--- src/design/hwio_pkg.sv ---
// shared constants for the host wait and interrupt output block
package hwio_pkg;
    // avalon register byte offsets
    localparam logic [7:0] HWIO_OFS_IRQ_OUT_CTRL = 8'h2A;
    localparam logic [7:0] HWIO_OFS_IRQ_ROUTE = 8'h22;
    localparam logic [7:0] HWIO_OFS_IRQ_STATUS = 8'h00;
    localparam logic [7:0] HWIO_OFS_IRQ_ENABLE = 8'h04;
    localparam logic [7:0] HWIO_OFS_IRQ_CLEAR = 8'h08;
    localparam logic [7:0] HWIO_OFS_XFER_CTRL = 8'h0C;
    localparam logic [7:0] HWIO_OFS_STRAP_STAT = 8'h10;
    // interrupt output control field positions
    localparam int HWIO_CTL_PRI_EN = 15;
    localparam int HWIO_CTL_PRI_POL = 14;
    localparam int HWIO_CTL_SEC_EN = 13;
    localparam int HWIO_CTL_SEC_POL = 12;
    localparam logic [15:0] HWIO_CTL_RESET = 16'h0000;
    // routing register: bit 4 selects dedicated mode, bits 3:0 the source
    localparam int HWIO_ROUTE_DED = 4;
    localparam logic [4:0] HWIO_ROUTE_RESET = 5'h00;
    // event bits of the block's own status register
    localparam int HWIO_EV_XFER_DONE = 0;
    localparam int HWIO_EV_IRQ_EDGE = 1;
    localparam int HWIO_EV_W = 2;
    // strap code whose wait output is active high; others active low
    localparam logic [4:0] HWIO_STRAP_WAIT_HIGH = 5'h04;
    localparam int HWIO_NUM_SRC = 16;
    // transfer latency in cycles while the wait output is active
    localparam logic [7:0] HWIO_WAIT_RESET = 8'h04;
    // wait output is driven inactive this long before it is released
    localparam int HWIO_RELEASE_NS = 8;
    localparam int HWIO_CLK_NS = 8;
    localparam int HWIO_RELEASE_CYC =
        (HWIO_RELEASE_NS + HWIO_CLK_NS - 1) / HWIO_CLK_NS;
endpackage

--- src/design/hwio_top.sv ---
// host wait output, reset handling and two interrupt outputs
//
// Behaviour
// - wait goes inactive when transfer completes
// - wait released to high impedance afterwards
// - wait polarity follows strap-selected host type
// - reset returns all registers to defaults
// - reset forces every output inactive except waitrequest, which is held high
// - primary irq forwarded only when bit enabled
// - primary irq carries all internal requests
// - control register sets drive and polarity
// - secondary irq also carries all requests
// - secondary irq may be dedicated single source
`timescale 1ns/10ps
module hwio_top #(
    parameter int NUM_SRC = hwio_pkg::HWIO_NUM_SRC
) (
    input wire logic CLK_I,
    input wire logic SYS_RST_I,
    input wire logic [7:0] AVS_ADDRESS_I,
    input wire logic AVS_READ_I,
    input wire logic AVS_WRITE_I,
    input wire logic [31:0] AVS_WRITEDATA_I,
    output logic [31:0] AVS_READDATA_O,
    output logic AVS_WAITREQUEST_O,
    input wire logic XFER_START_I,
    input wire logic [4:0] HOST_SELECT_STRAPS_I,
    input wire logic HOST_BUS_CLOCK_I,
    input wire logic [NUM_SRC-1:0] IRQ_SRC_I,
    output logic WAIT_PIN_O,
    output logic WAIT_PIN_OE_O,
    output logic XFER_DONE_O,
    output logic BUS_CLOCK_SEEN_O,
    output logic PRIMARY_IRQ_OUT_O,
    output logic PRIMARY_IRQ_OUT_OE_O,
    output logic SECONDARY_IRQ_OUT_O,
    output logic SECONDARY_IRQ_OUT_OE_O,
    output logic IRQ_O
);
    import hwio_pkg::*;

    typedef enum logic [1:0] {ST_IDLE, ST_WAIT, ST_DONE} hwio_wait_state_type;

    typedef struct packed {
        hwio_wait_state_type wst;
        logic [7:0] cnt;
        logic [7:0] wait_len;
        logic [15:0] ctl;
        logic [4:0] route;
        logic [HWIO_EV_W-1:0] status;
        logic [HWIO_EV_W-1:0] ien;
        logic [4:0] straps;
        logic strap_taken;
        logic any_irq_q;
        logic clk_q;
        logic clk_seen;
        logic wait_pin;
        logic wait_oe;
        logic done;
        logic irq;
        logic ack;
        logic [31:0] rdata;
    } hwio_state_type;

    hwio_state_type st;
    hwio_state_type next_st;
    logic start_s;
    logic host_bus_clock_s;
    logic [NUM_SRC-1:0] src_s;
    logic wait_high;
    logic any_irq;
    logic sec_req;
    logic bus_acc;
    logic [4:0] straps_s;
    logic strap_ok_s;

    // pins from outside the clock domain pass two flip-flops first
    hwio_sync #(.WIDTH(NUM_SRC + 2)) u_sync (
        .clk_i(CLK_I),
        .rst_i(SYS_RST_I),
        .d_i({IRQ_SRC_I, HOST_BUS_CLOCK_I, XFER_START_I}),
        .q_o({src_s, host_bus_clock_s, start_s})
    );

    // straps get their own stages; the marker bit arrives together with the first settled code
    hwio_sync #(.WIDTH(6)) u_strap_sync (
        .clk_i(CLK_I),
        .rst_i(SYS_RST_I),
        .d_i({1'b1, HOST_SELECT_STRAPS_I}),
        .q_o({strap_ok_s, straps_s})
    );

    // decodes the waiting polarity from the latched strap code
    function automatic logic wait_is_high(input logic [4:0] code);
        return code == HWIO_STRAP_WAIT_HIGH;
    endfunction

    assign wait_high = wait_is_high(st.straps);
    assign any_irq = |src_s;
    // dedicated mode picks one source, otherwise all are combined
    assign sec_req = st.route[HWIO_ROUTE_DED] ? src_s[st.route[3:0]] : any_irq;
    assign bus_acc = (AVS_READ_I || AVS_WRITE_I) && !st.ack;

    // next-state logic for wait sequencer, registers and bus
    always_comb
    begin
        next_st = st;
        next_st.ack = 1'b0;
        next_st.done = 1'b0;
        next_st.any_irq_q = any_irq;
        next_st.clk_q = host_bus_clock_s;
        // straps are caught once, as soon as their synchronised copy is valid
        if (!st.strap_taken && strap_ok_s)
        begin
            next_st.straps = straps_s;
            next_st.strap_taken = 1'b1;
        end
        // host bus clock activity indicator; host owns this clock
        if (host_bus_clock_s != st.clk_q)
            next_st.clk_seen = 1'b1;
        unique case (st.wst)
            ST_IDLE:
            begin
                next_st.wait_oe = 1'b0;
                if (start_s && st.strap_taken)
                begin
                    next_st.wst = ST_WAIT;
                    next_st.cnt = st.wait_len;
                    next_st.wait_oe = 1'b1;
                    next_st.wait_pin = wait_high;
                end
            end
            ST_WAIT:
            begin
                if (st.cnt <= 8'h01)
                begin
                    next_st.wst = ST_DONE;
                    next_st.cnt = 8'(HWIO_RELEASE_CYC);
                    next_st.wait_pin = !wait_high;
                    next_st.done = 1'b1;
                end
                else
                    next_st.cnt = st.cnt - 8'h01;
            end
            ST_DONE:
            begin
                // inactive level held before floating avoids a glitch on the pull-up
                if (st.cnt <= 8'h01)
                begin
                    next_st.wst = ST_IDLE;
                    next_st.wait_oe = 1'b0;
                end
                else
                    next_st.cnt = st.cnt - 8'h01;
            end
        endcase
        // sticky events; set wins over a clear in the same cycle
        if (AVS_WRITE_I && bus_acc && AVS_ADDRESS_I == HWIO_OFS_IRQ_CLEAR)
            next_st.status = st.status & ~AVS_WRITEDATA_I[HWIO_EV_W-1:0];
        if (st.done)
            next_st.status[HWIO_EV_XFER_DONE] = 1'b1;
        if (any_irq && !st.any_irq_q)
            next_st.status[HWIO_EV_IRQ_EDGE] = 1'b1;
        // register writes
        if (AVS_WRITE_I && bus_acc)
        begin
            unique case (AVS_ADDRESS_I)
                HWIO_OFS_IRQ_OUT_CTRL: next_st.ctl = AVS_WRITEDATA_I[15:0];
                HWIO_OFS_IRQ_ROUTE: next_st.route = AVS_WRITEDATA_I[4:0];
                HWIO_OFS_IRQ_ENABLE: next_st.ien = AVS_WRITEDATA_I[HWIO_EV_W-1:0];
                HWIO_OFS_XFER_CTRL: next_st.wait_len = AVS_WRITEDATA_I[7:0];
                default: ;
            endcase
        end
        // reads; unmapped offsets read zero
        next_st.rdata = '0;
        if (AVS_READ_I && bus_acc)
        begin
            unique case (AVS_ADDRESS_I)
                HWIO_OFS_IRQ_OUT_CTRL: next_st.rdata = {16'h0000, st.ctl};
                HWIO_OFS_IRQ_ROUTE: next_st.rdata = {27'h0000000, st.route};
                HWIO_OFS_IRQ_STATUS: next_st.rdata = {30'h00000000, st.status};
                HWIO_OFS_IRQ_ENABLE: next_st.rdata = {30'h00000000, st.ien};
                HWIO_OFS_XFER_CTRL: next_st.rdata = {24'h000000, st.wait_len};
                HWIO_OFS_STRAP_STAT: next_st.rdata = {26'h0000000, st.clk_seen, st.straps};
                default: next_st.rdata = '0;
            endcase
        end
        if (bus_acc)
            next_st.ack = 1'b1;
        next_st.irq = |(next_st.status & st.ien);
    end

    // every register returns to its default under reset
    always_ff @(posedge CLK_I)
    begin
        if (SYS_RST_I)
        begin
            st <= '0;
            st.wait_len <= HWIO_WAIT_RESET;
            st.ctl <= HWIO_CTL_RESET;
            st.route <= HWIO_ROUTE_RESET;
        end
        else
            st <= next_st;
    end

    // primary pin: all sources, gated by its enable bit
    hwio_irq_out u_pri (
        .clk_i(CLK_I),
        .rst_i(SYS_RST_I),
        .req_i(any_irq),
        .en_i(st.ctl[HWIO_CTL_PRI_EN]),
        .pol_high_i(st.ctl[HWIO_CTL_PRI_POL]),
        .pin_o(PRIMARY_IRQ_OUT_O),
        .pin_oe_o(PRIMARY_IRQ_OUT_OE_O)
    );

    // secondary pin: all sources or one dedicated source
    hwio_irq_out u_sec (
        .clk_i(CLK_I),
        .rst_i(SYS_RST_I),
        .req_i(sec_req),
        .en_i(st.ctl[HWIO_CTL_SEC_EN]),
        .pol_high_i(st.ctl[HWIO_CTL_SEC_POL]),
        .pin_o(SECONDARY_IRQ_OUT_O),
        .pin_oe_o(SECONDARY_IRQ_OUT_OE_O)
    );

    // outputs come straight from flip-flops; all clear under reset except waitrequest, the inverted ack, which is high
    assign WAIT_PIN_O = st.wait_pin;
    assign WAIT_PIN_OE_O = st.wait_oe;
    assign XFER_DONE_O = st.done;
    assign BUS_CLOCK_SEEN_O = st.clk_seen;
    assign IRQ_O = st.irq;
    assign AVS_READDATA_O = st.rdata;
    assign AVS_WAITREQUEST_O = !st.ack;
endmodule

--- src/design/hwio_sync.sv ---
// two flip-flop synchroniser for pin inputs
`timescale 1ns/10ps
module hwio_sync #(
    parameter int WIDTH = 1
) (
    input wire logic clk_i,
    input wire logic rst_i,
    input wire logic [WIDTH-1:0] d_i,
    output logic [WIDTH-1:0] q_o
);
    typedef struct packed {
        logic [WIDTH-1:0] meta;
        logic [WIDTH-1:0] sync;
    } hwio_sync_type;
    hwio_sync_type st;
    hwio_sync_type next_st;
    // first stage feeds only the second stage
    always_comb
    begin
        next_st.meta = d_i;
        next_st.sync = st.meta;
    end
    always_ff @(posedge clk_i)
    begin
        if (rst_i)
            st <= '0;
        else
            st <= next_st;
    end
    assign q_o = st.sync;
endmodule

--- src/design/hwio_irq_out.sv ---
// one interrupt output pin: enable, polarity and tri-state control
`timescale 1ns/10ps
module hwio_irq_out (
    input wire logic clk_i,
    input wire logic rst_i,
    input wire logic req_i,
    input wire logic en_i,
    input wire logic pol_high_i,
    output logic pin_o,
    output logic pin_oe_o
);
    typedef struct packed {
        logic pin;
        logic oe;
    } hwio_irq_type;
    hwio_irq_type st;
    hwio_irq_type next_st;
    // a disabled output floats and never shows a request
    always_comb
    begin
        next_st.oe = en_i;
        next_st.pin = (en_i && req_i) ? pol_high_i : !pol_high_i;
    end
    always_ff @(posedge clk_i)
    begin
        if (rst_i)
            st <= '0;
        else
            st <= next_st;
    end
    assign pin_o = st.pin;
    assign pin_oe_o = st.oe;
endmodule

--- config.mk ---
export PLATFORM = sky130hd
export DESIGN_NAME = hwio_top
export DESIGN_NICKNAME = d
export VERILOG_FILES = /design/src/design/hwio_pkg.sv /design/src/design/hwio_top.sv /design/src/design/hwio_sync.sv /design/src/design/hwio_irq_out.sv
export SDC_FILE = /design/constraint.sdc
export NUM_CORES = 1
export LEC_CHECK = 0
export BUFFER_PORTS_ARGS = -buffer_cell sky130_fd_sc_hd__buf_4
export CAP_MARGIN = 10
export CORE_MARGIN = 3
export CORE_UTILIZATION = 45
export CTS_BUF_LIST = sky130_fd_sc_hd__clkbuf_4 sky130_fd_sc_hd__clkbuf_8
export DETAILED_ROUTE_END_ITERATION = 8
export GPL_TIMING_DRIVEN = 0
export PLACE_DENSITY = 0.76
export SLEW_MARGIN = 20
export SYNTH_ARGS = -nofsm -noshare
export SYNTH_HDL_FRONTEND = slang
export SYNTH_SLANG_ARGS = --single-unit
--- constraint.sdc ---
create_clock -name CLK_I -period 1.7 [get_ports CLK_I]
set_input_delay 0.17 -clock CLK_I [delete_from_list [all_inputs] [get_ports CLK_I]]
set_output_delay 0.17 -clock CLK_I [all_outputs]
set_load 0.005 [all_outputs]
**Word level (Yosys, flattened, before mapping)**

Cells that the tools add are included.

- Add/subtract/negate cells: 1
- Multiply operators: 0
- Div/mod/pow operators: 0
- Magnitude comparators: 2
- Eq/ne operators: 14
- Shift operators: 0
- Multiplexer cells: 23
- Bitwise gates (word level): 5
- Reductions and logical operators: 32

Operators by type and width:

| cell | number |
|---|---|
| $pmux 16 s6 | 1 |
| $pmux 10 s3 | 1 |
| $eq 8x4->1 const B | 2 |
| $eq 8x6->1 const B | 2 |
| $mux 8 | 2 |
| $reduce_or 16->1 | 1 |
| $mux 12 | 1 |
| $reduce_and 2->1 | 6 |
| $mux 1 | 10 |
| $mux 10 | 1 |
| $logic_and 1x1->1 | 9 |
| $eq 8x3->1 const B | 1 |
| $eq 8x5->1 const B | 1 |
| $le 8x1->1 const B | 1 |
| $logic_not 8->1 | 1 |
| $mux 2 | 4 |
| $ne 2x2->1 const B | 4 |
| $sub 8x1->8 const B | 1 |
| $logic_not 1->1 | 6 |
| $reduce_and 3->1 | 2 |
| $reduce_or 2->1 | 3 |
| $eq 5x3->1 const B | 1 |
| $lt 4x5->1 const B | 1 |
| $and 2x2->2 | 2 |
| 10 further kinds | 13 |

- Register bits: 141
- Latch bits: 0
- Bits in writable memories: 0
- Memory bits (read-only): 0
- Output and inout bits: 42
- Memories kept: 0

**Depth between registers and ports, before layout**

- Word-level depth: 8
- Mapped depth: 8

**Modules after synthesis**

A second synthesis with hierarchy kept.

- Cells, all modules: 547
- Area total of the unflattened synthesis: 5301.3 um2

Modules (own cells, without submodules):

| module | instances | cells each | area each (um2) | sequential area each (um2) |
|---|---|---|---|---|
| hwio_top | 1 | 435 | 3804.9 | 1461.4 |
| hwio_sync (u_sync) | 1 | 75 | 994.7 | 720.7 |
| hwio_sync (u_strap_sync) | 1 | 25 | 366.6 | 240.2 |
| hwio_irq_out | 2 | 6 | 67.6 | 40.0 |

**Worst setup path before layout**

No wires, ideal clock.

- Kind: flip-flop to flip-flop
- Start point: register st[83] in the netlist's numbering
- End point: register st[81] in the netlist's numbering
- Arrival: 1678 ps
- Required time: 1570 ps
- Setup slack: -108 ps
- Stages on the path, launching flop included: 7
- Path buffers: 1
- Period minus slack after synthesis: 1808 ps
- Cell sequence: dfxtp_1 > or4_1 > o31ai_1 > a21oi_1 > buf_2 > a32oi_1 > o32ai_1

- Longest elaborated chain between the ends: 3

Ends and longest elaborated chain:

| element | RTL line | source |
|---|---|---|
| start, declared | hwio_top.sv:65 | `hwio_state_type st;` |
| start signal, assigned | hwio_top.sv:205 | `st <= next_st;` |
| $le 8x1->1 (*) | hwio_top.sv:135, hwio_top.sv:148 |  |
| $mux 8 / $ne 2x2->1 (equally long branches) | n/a |  |
| $pmux 10 s3 / $reduce_and 2->1 (equally long branches) | n/a |  |

Every way passes the cells marked *; elsewhere a longest branch is shown, timed or not.
A chain may end at the register's enable or synchronous reset.

**Worst setup path in the final report**

Same ends and word-level chain as after synthesis.

==> metrics <==
post-layout util 0.643; CTS root buf clkbuf_8; #FFs+latches synth 125; clk slew on worst S/H paths 90 ps; All-Layer GR Usage 0.203; failing checks negative setup slack; clk_skew 12.8 ps; Worst setup SP type flip-flop; CTS Buf Count 17; multi-input logic area 2280 um^2; RR Endpoint st[81]$_SDFFE_PP0P_; hold path cells 3; RSZ-0062 raised after global routing true; Core Region 10600 um^2; layout cells sized above 1 0.287; Area after DPL between 5000 and 6000 um^2; VDD IR max between 0.001 and 0.0015 V; Slew Viols, Final 0; cell count of the worst reg-to-reg path 6; Syn Std Cell Area 4990 um^2; DR pass1 iterations 6; R2R setup slack -170 ps; Longest Clk Path Bufs 2; routed wire length 12.5 mm; RD Place Congestion between 0.9 and 1; setup TNS -1160 ps; Power Density 1140 nW/um^2; min-delay src AVS_WRITEDATA_I[9]; crit path DAT approximately 2200 ps; via density per instance between 5 and 6; H-tree Lvls 4; PortBufs 73; cell count after synthesis 534; pin slew with the least headroom to its limit 883 ps; hpwl dp 8.41 mm; 1st-iter DRT viols around 180; Max Cap Viol 0; total gr overflow 0; Die Wd 111 um; WP data required 2000 ps; Pleak 2.76 nW; Register Area approximately 2500 um^2; Post-synth EDFFs 0; critical path class reg -> reg; DP Worst Slack -526 ps; FILL cells ~840; global-route wire length before repair 20.3 mm; Final WS setup -166 ps; Fmax ~0.54 GHz; vias in the first global route 4241; worst reg2reg startpoint st[83]$_SDFFE_PP0P_; drt drc 0; Synth cell types 57; CP Launch Point st[83]$_SDFFE_PP0P_; initial antenna violation count 0; Final Hold Viols 0; asr flop ratio synth 0; CP Capture Type flip-flop; Die ar. 12400 um^2; max_slew headroom 0.406; IO Pins 109; Area growth, synth to finish 36.0%; final instance area around 6800 um^2; Worst Hold Class in -> reg; Initial Util 0.473; via count 4210; Clock Sinks 125; n_diodes 0; largest net degree at the start of global routing 17; Period Utilization, post-route 1.10; CTS tree done; Ys Warns 0; WL/cell about 15 um; die height about 110 um; Post-DRT Antenna Nets 0; Min-Delay Endpoint st[64]$_SDFFE_PP0P_; Synth Flop Type dfxtp_1; outcome complete, but fails checks; site row count 37; Tmin final approximately 1900 ps; clk_lat worst skew between 400 and 500 ps; register area share after synthesis 0.501; setup violators final 13; Final Net Count between 700 and 800; maximum fanout along the worst path 5; syn avg cell area just over 9 um^2
## metrics by stage
step	hold slack, ps	power (mW)	instances
6_report	12.6	7.75	836
5_1_grt	5.92	8.09	836
4_1_cts	1.40	7.54	833
3_5_place_dp	385	4.61	758
3_3_place_gp	379	4.55	758
2_1_floorplan	280	4.22	549
## cells in the final DEF (no fill, tap or decap), drive strengths merged, types with 2 or more instances in the layout
| cell | netlist | routed |
|---|---|---|
| dfxtp | 125 | 125 |
| buf | 39 | 123 |
| nand2 | 70 | 70 |
| nor2b | 56 | 56 |
| a21oi | 48 | 48 |
| dlygate4sd3 | 0 | 36 |
| clkbuf | 18 | 34 |
| nor2 | 33 | 33 |
| inv | 18 | 28 |
| conb | 1 | 16 |
| mux2i | 13 | 13 |
| and2 | 11 | 11 |
| a22oi | 9 | 9 |
| nor4 | 9 | 9 |
| nor3 | 8 | 8 |
| mux2 | 7 | 7 |
| nand3 | 6 | 6 |
| o32ai | 6 | 6 |
| ha | 5 | 5 |
| nand4 | 4 | 4 |
| nand3b | 3 | 3 |
| nand2b | 3 | 3 |
| mux4 | 3 | 3 |
| or2 | 3 | 3 |
| o21ai | 3 | 3 |
| clkinv | 1 | 3 |
| a311oi | 2 | 2 |
| a2bb2oi | 2 | 2 |
| nand4b | 2 | 2 |
| bufinv | 0 | 2 |
| or4 | 2 | 2 |
| o221ai | 2 | 2 |
| a21o | 2 | 2 |
| a32oi | 2 | 2 |
## metal layers
layer | up-vias | global-route usage | share of wire
met2 | 133 | 0.364 | 0.52
met4 | 0 | 0.0746 | 0.021
met5 | - | 0 | 0
met3 | 31 | 0.0502 | 0.048
met1 | 1973 | 0.232 | 0.41
li1 | 2073 | - | -
## layout make-up
class                           count  area share
Sequential cell                   125       0.370
Tap cell                          136      0.0251
Timing Repair Buffer              119       0.145
Clock buffer                       17      0.0345
Multi-Input combinational cell    348       0.335
Clock inverter                     15      0.0256
Buffer                             57      0.0542
Inverter                           19      0.0109
## worst max-delay path, stage by stage (launching register included)
cell	delay, ps
dfxtp_2	330
or4_4	570
o31ai_4	260
a21oi_4	120
buf_6	150
a32oi_2	190
o32ai_1	110
## state kept, by name, summed over array words and instances, names as in the netlist
signal and cells:
XFER_DONE_O 1, u_sync.q_o 18, AVS_READDATA_O 16, WAIT_PIN_OE_O 1, u_strap_sync.q_o 6, st 52
u_pri.pin_o 1, u_strap_sync.next_st 6, IRQ_O 1, u_sync.next_st 18, u_sec.pin_oe_o 1, BUS_CLOCK_SEEN_O 1
u_sec.pin_o 1, WAIT_PIN_O 1, u_pri.pin_oe_o 1
## power breakdown
group | internal [mW] | total (mW) | switching, mW
registers | 3.07 | 3.17 | 0.101
clock network | 1.36 | 2.70 | 1.34
logic | 0.840 | 1.88 | 1.04
total | 5.27 | 7.75 | 2.48
## Yosys cell counts, drive strengths merged, types with 3 or more instances
master,n,share of area
a21oi,48,0.048
a22oi,9,0.014
and2,11,0.014
buf,39,0.057
clkbuf,18,0.014
dfxtp,125,0.50
ha,5,0.013
inv,18,0.014
mux2,7,0.016
mux2i,13,0.026
mux4,3,0.014
nand2,70,0.053
nand2b,3,0.0038
nand3,6,0.0060
nand3b,3,0.0045
nand4,4,0.0050
nor2,33,0.025
nor2b,56,0.070
nor3,8,0.011
nor4,9,0.017
o21ai,3,0.0030
o32ai,6,0.011
or2,3,0.0038
## repair_timing
action | 4_1_cts | 5_1_grt
pin swaps | 17 | 4
hold endpoints to repair | 36 | 2
buffers inserted | 7 | 2
gates cloned | 1 | 0
gates resized for setup | 22 | 15
hold buffers | 35 | 1
endpoints found under the setup margin | 21 | 24
## worst max path at each step
| stage | endpoint | depth (start not counted) | slack (ps) |
|---|---|---|---|
| after global placement | st[70]$_SDFFE_PP0P_ | 8 | -480 |
| after floorplan | IRQ_O$_SDFF_PP0_ | 7 | -30 |
| after CTS | st[81]$_SDFFE_PP0P_ | 6 | -160 |
| final | st[81]$_SDFFE_PP0P_ | 6 | -170 |
| after detailed placement | st[64]$_SDFFE_PP0P_ | 8 | -530 |
| after global routing | st[81]$_SDFFE_PP0P_ | 6 | -240 |
## cell families (layout without fill, tap and decap cells)
logic type,count (synthesis),after routing,share of synthesized area
buffers and inverters,76,227,0.0845
AO/OA/AOI/OAI,88,88,0.114
flip-flops,125,125,0.501
multiplexers,23,23,0.0554
other,1,16,0.000751
XOR/XNOR,2,2,0.00351
adder cells (fa/ha/maj),5,5,0.0125
AND/OR/NAND/NOR,214,214,0.228
Note: power is estimated with default switching activity, not from simulation.
